`src/core/ivm_params.svh`:
```
// Purpose: Constants for the interrupt vector mapper.
// Assumes: 20-bit addresses, byte-wide vector memory.
// Notes:   Definitions only.
`ifndef IVM_PARAMS_SVH
`define IVM_PARAMS_SVH
`define IVM_FIX_UND      20'hfffdc
`define IVM_FIX_OVF      20'hfffe0
`define IVM_FIX_BRK      20'hfffe4
`define IVM_FIX_AMATCH   20'hfffe8
`define IVM_FIX_SSTEP    20'hfffec
`define IVM_FIX_WDOG     20'hffff0
`define IVM_FIX_DBRK     20'hffff4
`define IVM_FIX_DBGRX    20'hffff8
`define IVM_FIX_RESET    20'hffffc
`define IVM_FIX_LOW      20'hfffdc
`define IVM_BRK_EMPTY    8'hff
`define IVM_NUM_SRC      32
`define IVM_MASKABLE_TOP 6'h1f
`define IVM_NMI_SW_LOW   6'h20
`define IVM_BRK_NUM      6'h00
`define IVM_NUM_KEY      5'h0d
`define IVM_NUM_CNTR     5'h19
`define IVM_NUM_CAPT     5'h1a
`define IVM_NUM_EXT3     5'h1c
`define IVM_NUM_EXT0     5'h1d
`define IVM_NUM_EXT1     5'h1e
`define IVM_NUM_EXT2     5'h1f
`define IVM_EDGE_FALL    2'h0
`define IVM_EDGE_RISE    2'h1
`define IVM_EDGE_BOTH    2'h2
`endif

```
`src/core/ivm_pkg.sv`:
```
// Purpose: Types for the interrupt vector mapper.
// Assumes: Included constants header.
// Notes:   Types only.
package ivm_pkg;
  typedef struct packed {
    logic        valid;
    logic [19:0] addr;
  } ivm_fetch_type;
  typedef struct packed {
    logic       is_fixed;
    logic [3:0] fixed_sel;
    logic [5:0] sw_num;
  } ivm_req_type;
endpackage

```
`src/core/ivm_edge_detect.sv`:
```
// Purpose: Synchronise one pin and detect a chosen edge.
// Assumes: Pin is asynchronous to i_mclk.
// Notes:   Mode codes come from the constants header.
`timescale 1ns/100ps
`default_nettype none
`include "ivm_params.svh"
module ivm_edge_detect (
  input  wire logic       i_mclk,
  input  wire logic       i_resetn,
  input  wire logic       i_pin,
  input  wire logic [1:0] i_mode,
  output logic            o_hit
);
  logic s1;
  logic s2;
  logic s3;
  logic       next_hit;
  logic [2:0] warm;
  always_comb begin
    case (i_mode)
      `IVM_EDGE_FALL: next_hit = s3 & ~s2;
      `IVM_EDGE_RISE: next_hit = ~s3 & s2;
      `IVM_EDGE_BOTH: next_hit = s3 ^ s2;
      default:        next_hit = 1'b0;
    endcase
    // A pin that idles high would show a false edge while the stages fill after reset.
    if (!warm[2]) begin
      next_hit = 1'b0;
    end
  end
  // The first stage feeds only the second, to contain metastability.
  always_ff @(posedge i_mclk or negedge i_resetn) begin
    if (!i_resetn) begin
      s1    <= 1'b0;
      s2    <= 1'b0;
      s3    <= 1'b0;
      warm  <= 3'h0;
      o_hit <= 1'b0;
    end else begin
      s1    <= i_pin;
      s2    <= s1;
      s3    <= s2;
      warm  <= {warm[1:0], 1'b1};
      o_hit <= next_hit;
    end
  end
endmodule // ivm_edge_detect
`default_nettype wire

```
`src/core/ivm_mapper.sv`:
```
// Purpose: Map interrupt sources to vector addresses and fetch them.
// Assumes: Core reads vector bytes one at a time with one-cycle latency.
// Notes:   Source numbers 0..31 follow software interrupt numbering.
`timescale 1ns/100ps
`default_nettype none
`include "ivm_params.svh"
// Overview of operation
// - Peripheral interrupts obey enable flag, priority
// - Peripherals share software vectors 0 to 31
// - Key pin interrupts on either edge
// - Counter pin interrupts on either edge
// - Capture pin edges or ring source interrupt
// - External 0-2 rise, fall or both
// - External 3 falling or both only
// - Accepted request branches to vector address
// - Fixed vectors occupy top four-byte entries
// - Fixed vector base addresses per cause
// - Empty break vector uses variable entry
// - Variable entries at base plus four times number
// - Variable entry numbers per source
// - Break and traps 32-63 ignore enable
// - Level zero disables a maskable source
// - Each source has a pending bit
module ivm_mapper
  import ivm_pkg::*;
(
  input  wire logic        i_mclk,
  input  wire logic        i_resetn,
  input  wire logic        i_key_input_pin,
  input  wire logic        i_counter_input_pin,
  input  wire logic        i_capture_input_pin,
  input  wire logic [1:0]  i_capture_mode,
  input  wire logic        i_ring_osc_divided_source,
  input  wire logic        i_external_irq_0,
  input  wire logic        i_external_irq_1,
  input  wire logic        i_external_irq_2,
  input  wire logic        i_external_irq_3,
  input  wire logic [5:0]  i_ext_polarity,
  input  wire logic [1:0]  i_ext3_mode,
  input  wire logic [31:0] i_periph_irq,
  input  wire logic [95:0] i_priority_level_field,
  input  wire logic [31:0] i_pending_clear,
  input  wire logic        i_enable_flag,
  input  wire logic [2:0]  i_core_level,
  input  wire logic [19:0] i_vector_base_reg,
  input  wire logic        i_sw_req,
  input  wire ivm_req_type i_sw_info,
  input  wire logic        i_core_ready,
  input  wire logic [7:0]  i_mem_rdata,
  output logic [31:0]      o_request_pending_bit,
  output logic             o_mem_rd,
  output logic [19:0]      o_mem_addr,
  output ivm_fetch_type    o_vector,
  output logic [5:0]       o_taken_num,
  output logic             o_busy
);
  // ------------------------------------------------------------
  // Pin edge detection
  // ------------------------------------------------------------
  logic [3:0] ext_hit;
  logic       key_hit;
  logic       cntr_hit;
  logic       capt_hit;
  logic [3:0] ext_pin;
  logic [7:0] ext_mode;
  logic       ring_s1;
  logic       ring_s2;
  logic       ring_s3;
  assign ext_pin = {i_external_irq_3, i_external_irq_2, i_external_irq_1, i_external_irq_0};
  ivm_edge_detect u_key (.i_mclk(i_mclk), .i_resetn(i_resetn), .i_pin(i_key_input_pin),
    .i_mode(`IVM_EDGE_BOTH), .o_hit(key_hit));
  ivm_edge_detect u_cntr (.i_mclk(i_mclk), .i_resetn(i_resetn), .i_pin(i_counter_input_pin),
    .i_mode(`IVM_EDGE_BOTH), .o_hit(cntr_hit));
  ivm_edge_detect u_capt (.i_mclk(i_mclk), .i_resetn(i_resetn), .i_pin(i_capture_input_pin),
    .i_mode(i_capture_mode), .o_hit(capt_hit));
  assign ext_mode[5:0] = i_ext_polarity;
  // rising-only mode refused for external 3
  assign ext_mode[7:6] = (i_ext3_mode == `IVM_EDGE_BOTH) ? `IVM_EDGE_BOTH : `IVM_EDGE_FALL;
  for (genvar g = 0; g < 4; g++) begin : g_ext
    ivm_edge_detect u_ext (.i_mclk(i_mclk), .i_resetn(i_resetn), .i_pin(ext_pin[g]),
      .i_mode(ext_mode[2*g+1 -: 2]), .o_hit(ext_hit[g]));
  end
  // ring source rising edge also raises capture
  always_ff @(posedge i_mclk or negedge i_resetn) begin
    if (!i_resetn) begin
      ring_s1 <= 1'b0;
      ring_s2 <= 1'b0;
      ring_s3 <= 1'b0;
    end else begin
      ring_s1 <= i_ring_osc_divided_source;
      ring_s2 <= ring_s1;
      ring_s3 <= ring_s2;
    end
  end

  // ------------------------------------------------------------
  // Pending bits
  // ------------------------------------------------------------
  logic [31:0] src_event;
  logic [31:0] next_pending;
  logic [31:0] ack_mask;
  always_comb begin
    src_event = i_periph_irq;
    // pin sources at their entry numbers
    src_event[`IVM_NUM_KEY]  = key_hit;
    src_event[`IVM_NUM_CNTR] = cntr_hit;
    src_event[`IVM_NUM_CAPT] = capt_hit | (ring_s2 & ~ring_s3);
    src_event[`IVM_NUM_EXT0] = ext_hit[0];
    src_event[`IVM_NUM_EXT1] = ext_hit[1];
    src_event[`IVM_NUM_EXT2] = ext_hit[2];
    src_event[`IVM_NUM_EXT3] = ext_hit[3];
    // pending bits, set wins over clear
    next_pending = (o_request_pending_bit & ~i_pending_clear & ~ack_mask) | src_event;
  end

  // ------------------------------------------------------------
  // Arbitration
  // ------------------------------------------------------------
  logic        win_valid;
  logic [4:0]  win_num;
  logic [2:0]  win_lvl;
  always_comb begin
    win_valid = 1'b0;
    win_num   = 5'h00;
    win_lvl   = 3'h0;
    for (int k = 0; k < `IVM_NUM_SRC; k++) begin
      // level zero disables; enable flag and level
      if (o_request_pending_bit[k] && i_enable_flag &&
          i_priority_level_field[3*k +: 3] != 3'h0 &&
          i_priority_level_field[3*k +: 3] > i_core_level &&
          (!win_valid || i_priority_level_field[3*k +: 3] > win_lvl)) begin
        win_valid = 1'b1;
        win_num   = 5'(k);
        win_lvl   = i_priority_level_field[3*k +: 3];
      end
    end
  end

  // ------------------------------------------------------------
  // Vector fetch sequencer
  // ------------------------------------------------------------
  typedef enum logic [3:0] {
    ST_IDLE  = 4'b0001,
    ST_READ  = 4'b0010,
    ST_CHECK = 4'b0100,
    ST_DONE  = 4'b1000
  } ivm_state_type;
  ivm_state_type state;
  ivm_state_type next_state;
  logic [19:0]   base_addr;
  logic [19:0]   next_base_addr;
  logic [1:0]    byte_idx;
  logic [1:0]    next_byte_idx;
  logic [31:0]   vec;
  logic [31:0]   next_vec;
  logic          is_brk_fixed;
  logic          next_is_brk_fixed;
  logic          rd_d;
  logic          next_mem_rd;
  logic [19:0]   next_mem_addr;
  ivm_fetch_type next_vector;
  logic [5:0]    next_taken_num;
  logic [19:0]   fixed_addr;
  always_comb begin
    case (i_sw_info.fixed_sel)
      4'h0:    fixed_addr = `IVM_FIX_UND;
      4'h1:    fixed_addr = `IVM_FIX_OVF;
      4'h2:    fixed_addr = `IVM_FIX_BRK;
      4'h3:    fixed_addr = `IVM_FIX_AMATCH;
      4'h4:    fixed_addr = `IVM_FIX_SSTEP;
      4'h5:    fixed_addr = `IVM_FIX_WDOG;
      4'h6:    fixed_addr = `IVM_FIX_DBRK;
      4'h7:    fixed_addr = `IVM_FIX_DBGRX;
      default: fixed_addr = `IVM_FIX_RESET;
    endcase
  end
  always_comb begin
    next_state        = state;
    next_base_addr    = base_addr;
    next_byte_idx     = byte_idx;
    next_vec          = vec;
    next_is_brk_fixed = is_brk_fixed;
    next_mem_rd       = 1'b0;
    next_mem_addr     = o_mem_addr;
    next_vector       = '0;
    next_taken_num    = o_taken_num;
    ack_mask          = 32'h0;
    case (state)
      ST_IDLE: begin
        // software requests bypass the enable flag
        if (i_sw_req) begin
          next_state = ST_READ;
          if (i_sw_info.is_fixed) begin
            next_base_addr    = fixed_addr;
            next_is_brk_fixed = (i_sw_info.fixed_sel == 4'h2);
            next_taken_num    = `IVM_BRK_NUM;
          end else begin
            next_base_addr    = i_vector_base_reg + {12'h000, i_sw_info.sw_num, 2'b00};
            next_is_brk_fixed = 1'b0;
            next_taken_num    = i_sw_info.sw_num;
          end
        end else if (win_valid) begin
          next_state        = ST_READ;
          next_base_addr    = i_vector_base_reg + {13'h0000, win_num, 2'b00};
          next_is_brk_fixed = 1'b0;
          next_taken_num    = {1'b0, win_num};
          ack_mask[win_num] = 1'b1;
        end
        next_byte_idx = 2'h0;
        if (next_state == ST_READ) begin
          next_mem_rd   = 1'b1;
          next_mem_addr = next_base_addr;
        end
      end
      ST_READ: begin
        // low byte first, taken one cycle after its strobe
        if (rd_d) begin
          next_vec = {i_mem_rdata, vec[31:8]};
        end
        if (byte_idx == 2'h3) begin
          // The last byte lands only after its strobe has dropped.
          if (!o_mem_rd) begin
            next_state = ST_CHECK;
          end
        end else begin
          next_byte_idx = byte_idx + 2'h1;
          next_mem_rd   = 1'b1;
          next_mem_addr = base_addr + {18'h00000, next_byte_idx};
        end
      end
      ST_CHECK: begin
        // empty break vector redirects to variable entry
        if (is_brk_fixed && vec == {4{`IVM_BRK_EMPTY}}) begin
          next_state        = ST_READ;
          next_is_brk_fixed = 1'b0;
          next_base_addr    = i_vector_base_reg;
          next_byte_idx     = 2'h0;
          next_mem_rd       = 1'b1;
          next_mem_addr     = i_vector_base_reg;
        end else begin
          next_state = ST_DONE;
        end
      end
      ST_DONE: begin
        next_vector.valid = 1'b1;
        next_vector.addr  = vec[19:0];
        if (i_core_ready) begin
          next_state = ST_IDLE;
        end
      end
      default: next_state = ST_IDLE;
    endcase
  end
  always_ff @(posedge i_mclk or negedge i_resetn) begin
    if (!i_resetn) begin
      state                 <= ST_IDLE;
      base_addr             <= 20'h00000;
      byte_idx              <= 2'h0;
      vec                   <= 32'h0;
      is_brk_fixed          <= 1'b0;
      rd_d                  <= 1'b0;
      o_mem_rd              <= 1'b0;
      o_mem_addr            <= 20'h00000;
      o_vector              <= '0;
      o_taken_num           <= 6'h00;
      o_busy                <= 1'b0;
      o_request_pending_bit <= 32'h0;
    end else begin
      state                 <= next_state;
      base_addr             <= next_base_addr;
      byte_idx              <= next_byte_idx;
      vec                   <= next_vec;
      is_brk_fixed          <= next_is_brk_fixed;
      rd_d                  <= o_mem_rd;
      o_mem_rd              <= next_mem_rd;
      o_mem_addr            <= next_mem_addr;
      o_vector              <= next_vector;
      o_taken_num           <= next_taken_num;
      o_busy                <= (next_state != ST_IDLE);
      o_request_pending_bit <= next_pending;
    end
  end
endmodule // ivm_mapper
`default_nettype wire

```
`config.mk`:
```
export PLATFORM = sky130hd
export DESIGN_NAME = ivm_mapper
export DESIGN_NICKNAME = d
export VERILOG_FILES = /design/src/core/ivm_pkg.sv /design/src/core/ivm_edge_detect.sv /design/src/core/ivm_mapper.sv
export VERILOG_INCLUDE_DIRS = /design/src /design/src/core
export SDC_FILE = /design/constraint.sdc
export NUM_CORES = 1
export LEC_CHECK = 0
export ABC_CLOCK_PERIOD_IN_PS = 64200
export BUFFER_PORTS_ARGS = -buffer_cell sky130_fd_sc_hd__buf_2
export CORE_UTILIZATION = 53
export DETAILED_ROUTE_END_ITERATION = 10
export GPL_TIMING_DRIVEN = 0
export PLACE_DENSITY = 0.77
export SKIP_LAST_GASP = 1
export SLEW_MARGIN = 0
export SYNTH_ARGS = -nofsm -noshare
export SYNTH_HDL_FRONTEND = slang
export SYNTH_SLANG_ARGS = --single-unit
export TNS_END_PERCENT = 1
```
`constraint.sdc`:
```
create_clock -name i_mclk -period 64.2 [get_ports i_mclk]
set_input_delay 12.84 -clock i_mclk [delete_from_list [all_inputs] [get_ports i_mclk]]
set_output_delay 12.84 -clock i_mclk [all_outputs]
set_load 0.03 [all_outputs]
```
* Yosys cells after proc, flatten, opt, wreduce, memory -nomap -nowiden
Memory sizes are Yosys's and may differ from the RTL's.
Index checks and enable logic that the tools add are counted.
** Operators by class
- $add $sub $neg :: 4
- $mul :: 0
- Divide/modulo/power cells :: 0
- Magnitude comparators :: 65
- Equality and inequality tests :: 24
- Shift-type cells :: 0
- Mux-type cells :: 145
- Bitwise gates (word level) :: 35
- Reduce and logical (&&, ||, !) cells :: 237
** Operators with widths (count)
- 3-bit > comparator :: 63
- 5-bit two-way mux :: 30
- 20-bit two-way mux :: 7
- 1-bit logical AND :: 129
- 3-bit nonzero test :: 33
- 32-bit two-way mux :: 3
- 3-bit two-way mux :: 31
- 32-bit AND :: 2
- 32-bit NOT :: 2
- 20-bit case mux with 3 select lines :: 1
- 1-bit two-way mux :: 48
- 20-bit case mux with 2 select lines :: 1
- 32-bit == test, second input constant :: 1
- 32-bit OR :: 1
- 1-bit zero test :: 31
- 1-bit logical OR :: 31
- 4-bit two-way mux :: 7
- 21-bit two-way mux :: 1
- 20-bit by 2-bit adder with 20-bit output :: 1
- 20-bit by 7-bit adder with 20-bit output :: 1
- 20-bit by 8-bit adder with 20-bit output :: 1
- 6-bit two-way mux :: 3
- 1-bit case mux with 3 select lines :: 6
- 4-bit case mux with 4 select lines :: 1
- 25 further kinds :: 75
** Storage, ports and cells
- Bits in registers :: 193
- Bits in latches :: 0
- RAM bits :: 0
- Memory bits (read-only) :: 32
- Bits of input ports :: 225
- Output and inout bits :: 81
- Logic and storage cells :: 562
- Memories :: 1
** Memories
- (no name shown) :: depth 8, bits a word 4, read ports 1, clocked after Yosys merged registers in 0, write ports 0, line ivm_mapper.sv:165 : case (i_sw_info.fixed_sel)

* Depth between registers and ports, before layout
- Depth in word-level cells :: 138
- Gate-level depth with buffers :: 316
- Depth with buffers taken out :: 313

* By module
Synthesis repeated with hierarchy kept, for this count alone.
** Second synthesis, totals
- Cells, all modules :: 2013
- Area total of the unflattened synthesis :: 16948.8 um^2
** Modules (own cells, without submodules)
- ivm_mapper :: instances 1, cells each 1901, area each 15240.9 um^2, sequential area each 3604.7 um^2
- ivm_edge_detect :: instances 7, cells each 16, area each 244.0 um^2, sequential area each 175.2 um^2

* Least setup slack after synthesis
No wires, ideal clock.
- Path kind :: input -> register
- Start :: in i_core_level[2]
- End :: reg o_mem_addr[18]
- Setup time :: 137 ps
- Data arrival time :: 59755 ps
- Data required time :: 64063 ps
- Path slack :: 4308 ps
- Cell stages on the path :: 273
- Path buffers :: 3
- Cells stage by stage :: inv_1 -> ha_1 -> a31oi_2 -> o311a_1 -> nand2_1 -> ha_1 -> nor2b_1 -> o21ai_0 -> a32oi_1 -> o21a_4 -> a22o_1 -> inv_1 -> ha_1 -> nor2b_1 -> o21ai_0 -> a32oi_1 -> a21oi_1 -> nor2_1 -> [237 not listed] -> o21ai_1 -> nand2_1 -> a31oi_1 -> and2_1 -> nand2b_1 -> ha_1 -> nor2b_1 -> o21ai_0 -> a21oi_1 -> o21ai_0 -> or3_1 -> nor2_1 -> xnor2_1 -> a21oi_1 -> o22ai_1 -> nor2_1 -> a221oi_1 -> a21oi_1
** On the way
- Cells in the longest elaborated chain, start to end :: 133
- Elaborated cells between the ends (all ways) :: 293
- Those cells by class :: add/sub (1); order compare (63); eq/ne (2); mux (101); reduce/logical (126)
** Ends and longest elaborated chain
- start: declaration :: line ivm_mapper.sv:44 : input wire logic [2:0] i_core_level,
- branches (longest 133 deep; another with 3-bit > comparator)
- end signal: assignment :: line ivm_mapper.sv:276 : o_mem_addr <= next_mem_addr;
- end: declaration :: line ivm_mapper.sv:52 : output logic [19:0] o_mem_addr,
Parallel ways; which one is timed is not known. The select of a mux whose other input is x is not followed.
A chain may end at the register's enable or synchronous reset.

* Worst setup path after layout
Same ends and word-level chain as after synthesis.

==> impl_metrics.json <==
{
  "syn_to_final_growth_pct": 23.9,
  "synth_compound_area_share_pct": 26.4,
  "hold_end": "g_ext[0].u_ext.warm[2]$_DFF_PN0_",
  "fin_skew_ns": 0.0137,
  "critPathLaunchType": "input pin",
  "firstDrtPassIters": 7,
  "gp_congestion": 0.941,
  "synth_cell_type_count": 111,
  "synth_edf_count": 0,
  "ff2ff_path_depth": 278,
  "initial_core_util_pct": 54.1,
  "ys.warnings.count": 0,
  "antenna_cells": 0,
  "whs_ns": 0.337,
  "fmax_mhz": 16.0,
  "p_total_mw": 0.794,
  "cts_tree": "done",
  "fin_ws_ns": 1.64,
  "drv_cap": 0,
  "clk_path_buf_depth": 2,
  "synth_top_family_by_area": "compound AO/OA/AOI/OAI gates",
  "critPathMaxStageDelay_ns": 0.48,
  "grt_util_all_layers_pct": 32.9,
  "fin_crit_ns": 62.56,
  "die_h_um": 176,
  "min_period_over_period_pct": 97.4,
  "first_global_vias": 15900,
  "p_leak_nw": 9.38,
  "clk_latency_ns": 0.47,
  "detailed_place_hpwl_mm": 39.8,
  "critPathMaxFanout": 32,
  "cts_made_buffers": 17,
  "antenna_found_initial": 0,
  "maxSlewViolCount": 0,
  "finalInstanceArea_um2": 20000,
  "comb_power_share_pct": 66.1,
  "yosys.area_share.simple_pct": 18.6,
  "viasPerCell": 6.19,
  "power.internal_mw": 0.408,
  "required_ns": 64.53,
  "final_antenna_net_count": 0,
  "postRouteWirelength_mm": 54.0,
  "hold_path_class": "flip-flop to flip-flop",
  "first_iter_violations": 1439,
  "crit_type": "input pin to flip-flop",
  "synth-xor-area-share_pct": 2.44,
  "place_area_um2": 18100,
  "nets": 2728,
  "r2r_slack_ns": 14.32,
  "synthCells": 1924,
  "portBuffers": 290,
  "finalSetupViolCount": 0,
  "synth_area_um2": 16100,
  "cts-root-buf": "clkbuf_16",
  "swShare_pct": 48.6,
  "cts.sinks": 175,
  "drcViolationCount": 0,
  "synthAdderAreaFrac_pct": 15.5,
  "worstSetupEndpointType": "flip-flop",
  "status": "finished, final reports clean",
  "cp_slowest_cell": "or3b_2",
  "syn_nets": 2344,
  "finalSetupTns_ns": 0,
  "peakVddDrop_mv": 0.0332,
  "powerDensity_nw_per_um2": 39.7,
  "vias": 16800,
  "worstReg2RegStart": "o_request_pending_bit[0]$_DFF_PN0_",
  "io_pins": 306,
  "synthMuxAreaShare_pct": 4.44,
  "hold_viol": 0,
  "avgSynthCellArea_um2": 8.38,
  "drive_gt1_share_pct": 27.5,
  "ys.flop_type": "dfrtp_1",
  "cp.arrival_ns": 62.88,
  "slew_headroom_pct": 34.9,
  "avgRoutedWirePerCell_um": 19.9,
  "layout.cells.non_filler": 2711,
  "clkTransAtPathRegs_ns": 0.07,
  "dp_slack_ns": -3.94,
  "ys_async_sr_fraction_pct": 100,
  "crit_path_frequent_cell": "a21oi_1",
  "hold_buffers": 0,
  "die_area_um2": 31100,
  "power.share.clock_pct": 13.1,
  "core_um2": 29800,
  "r2r_end": "o_mem_addr[18]$_DFFE_PN0P_",
  "tightest_slew_ns": 0.973,
  "synth.yosys.seq_area_share_pct": 27.2,
  "dp_cells": 2606,
  "rows": 63,
  "holdPathStages": 0,
  "seqPwrFrac_pct": 20.9,
  "post-route-util_pct": 67.1,
  "hp-start": "g_ext[3].u_ext.warm[1]$_DFF_PN0_",
  "overflow": 0,
  "grt_max_degree": 91,
  "htree_levels": 4,
  "grt_pass1_wl_mm": 80.5,
  "chipWidth_um": 176,
  "power_switching_mw": 0.386,
  "ys_seq_elements": 175
}
[sequential cells by signal, summed over array words and instances (netlist names), 2 cells and up]
signal / cells
base_addr: 20
byte_idx: 2
g_ext.u_ext.o_hit: 4
g_ext.u_ext.s1: 4
g_ext.u_ext.s2: 4
g_ext.u_ext.s3: 4
g_ext.u_ext.warm: 3
o_mem_addr: 20
o_request_pending_bit: 32
o_taken_num: 6
o_vector: 21
state: 4
vec: 32
[worst max-delay path by stage]
stage / slack, ns / depth (start not counted) / to / start
finish: 1.64 / 281 / o_mem_addr[18]$_DFFE_PN0P_ / i_core_level[2]
global route: -0.92 / 289 / o_mem_addr[18]$_DFFE_PN0P_ / i_core_level[1]
CTS: 0.01 / 280 / o_mem_addr[18]$_DFFE_PN0P_ / i_core_level[1]
detailed placement: -3.94 / 277 / o_mem_addr[14]$_DFFE_PN0P_ / i_core_level[1]
global placement: -3.43 / 274 / o_mem_addr[18]$_DFFE_PN0P_ / i_core_level[2]
floorplan: 4.31 / 273 / o_mem_addr[18]$_DFFE_PN0P_ / i_core_level[2]
[final cells by class]
cell class / instances / area [µm²]
sequential: 175 / 4380
inverter: 181 / 696
fill: 2437 / 9820
clock buffer: 22 / 464
tap: 390 / 488
clock inverter: 10 / 98.8
buffer: 51 / 210
multi-input combinational: 1516 / 11600
timing repair buffer: 366 / 2080
[placed cells by master, fill, tap and decap left out, types with 21 or more instances in the layout]
cell type  netlist  final
buf_2            5    291
ha_1           192    185
inv_1          181    179
dfrtp_1        174    174
nor2_1         165    156
nand2_1        159    154
a21oi_1        178    146
buf_4            2     76
o21ai_0         78     64
nand3_1         54     51
mux2_2          44     44
and2_1          46     43
clkbuf_1        37     39
nor2b_1         39     37
a31oi_1         41     37
a21o_1          35     35
a21oi_2          1     30
o21a_1          28     27
xor2_1          27     27
o311ai_0        23     22
nor3_1          23     22
nand2b_1        22     21
[cell usage after synthesis (28+ instances only)]
cell type / n / area [µm²]
a21o_1: 35 / 263
nor2b_1: 39 / 244
and2_1: 46 / 288
dfrtp_1: 174 / 4350
o21ai_0: 78 / 390
nand2_1: 159 / 597
a31oi_1: 41 / 257
nor2_1: 165 / 619
clkbuf_1: 37 / 139
a21oi_1: 178 / 891
inv_1: 181 / 679
nand3_1: 54 / 270
mux2_2: 44 / 495
ha_1: 192 / 2400
o21a_1: 28 / 210
[critical path, delay by kind of cell]
family	cells	cell delay, ns
AOI/OAI and AO/OA	143	23.56
adders and majority gates	36	10.07
buffers and inverters	22	2.53
xor gates and xnor gates	1	0.12
and+or+nand+nor	68	10.50
muxes	11	3.13
[power groups by stage]
stage	logic, mW	clock network (mW)	registers, mW
after floorplan	0.296	0	0.179
after global placement	0.420	0	0.165
after detailed placement	0.434	0	0.167
after CTS	0.445	0.105	0.165
after global routing	0.568	0.109	0.169
final	0.525	0.104	0.166
[layer usage]
| metal | up-vias | part of all wire, % | global-route usage (%) |
|---|---|---|---|
| li1 | 7792 | - | - |
| met1 | 8083 | 41 | 42.1 |
| met2 | 745 | 48 | 55.2 |
| met3 | 151 | 7.4 | 5.00 |
| met4 | 0 | 3.7 | 13.9 |
| met5 | - | 0 | 0 |
[timing repair]
action | CTS | global route
endpoints found under the setup margin | 73 | 73
gates resized for setup | 23 | 143
hold endpoints to repair | 0 | 0
setup buffers | 12 | 62
pin swaps | 6 | 51
[logic make-up (layout without fill, tap and decap cells)]
family                   count (synthesis)  in the layout
flip-flops                             175            175
adder cells (fa/ha/maj)                198            198
buffers and inverters                  233            630
XOR/XNOR                                45             45
AO/OA/AOI/OAI                          599            599
multiplexers                            66             66
AND/OR/NAND/NOR                        607            607
other                                    1              1
Note: power is estimated with default switching activity, not from simulation.
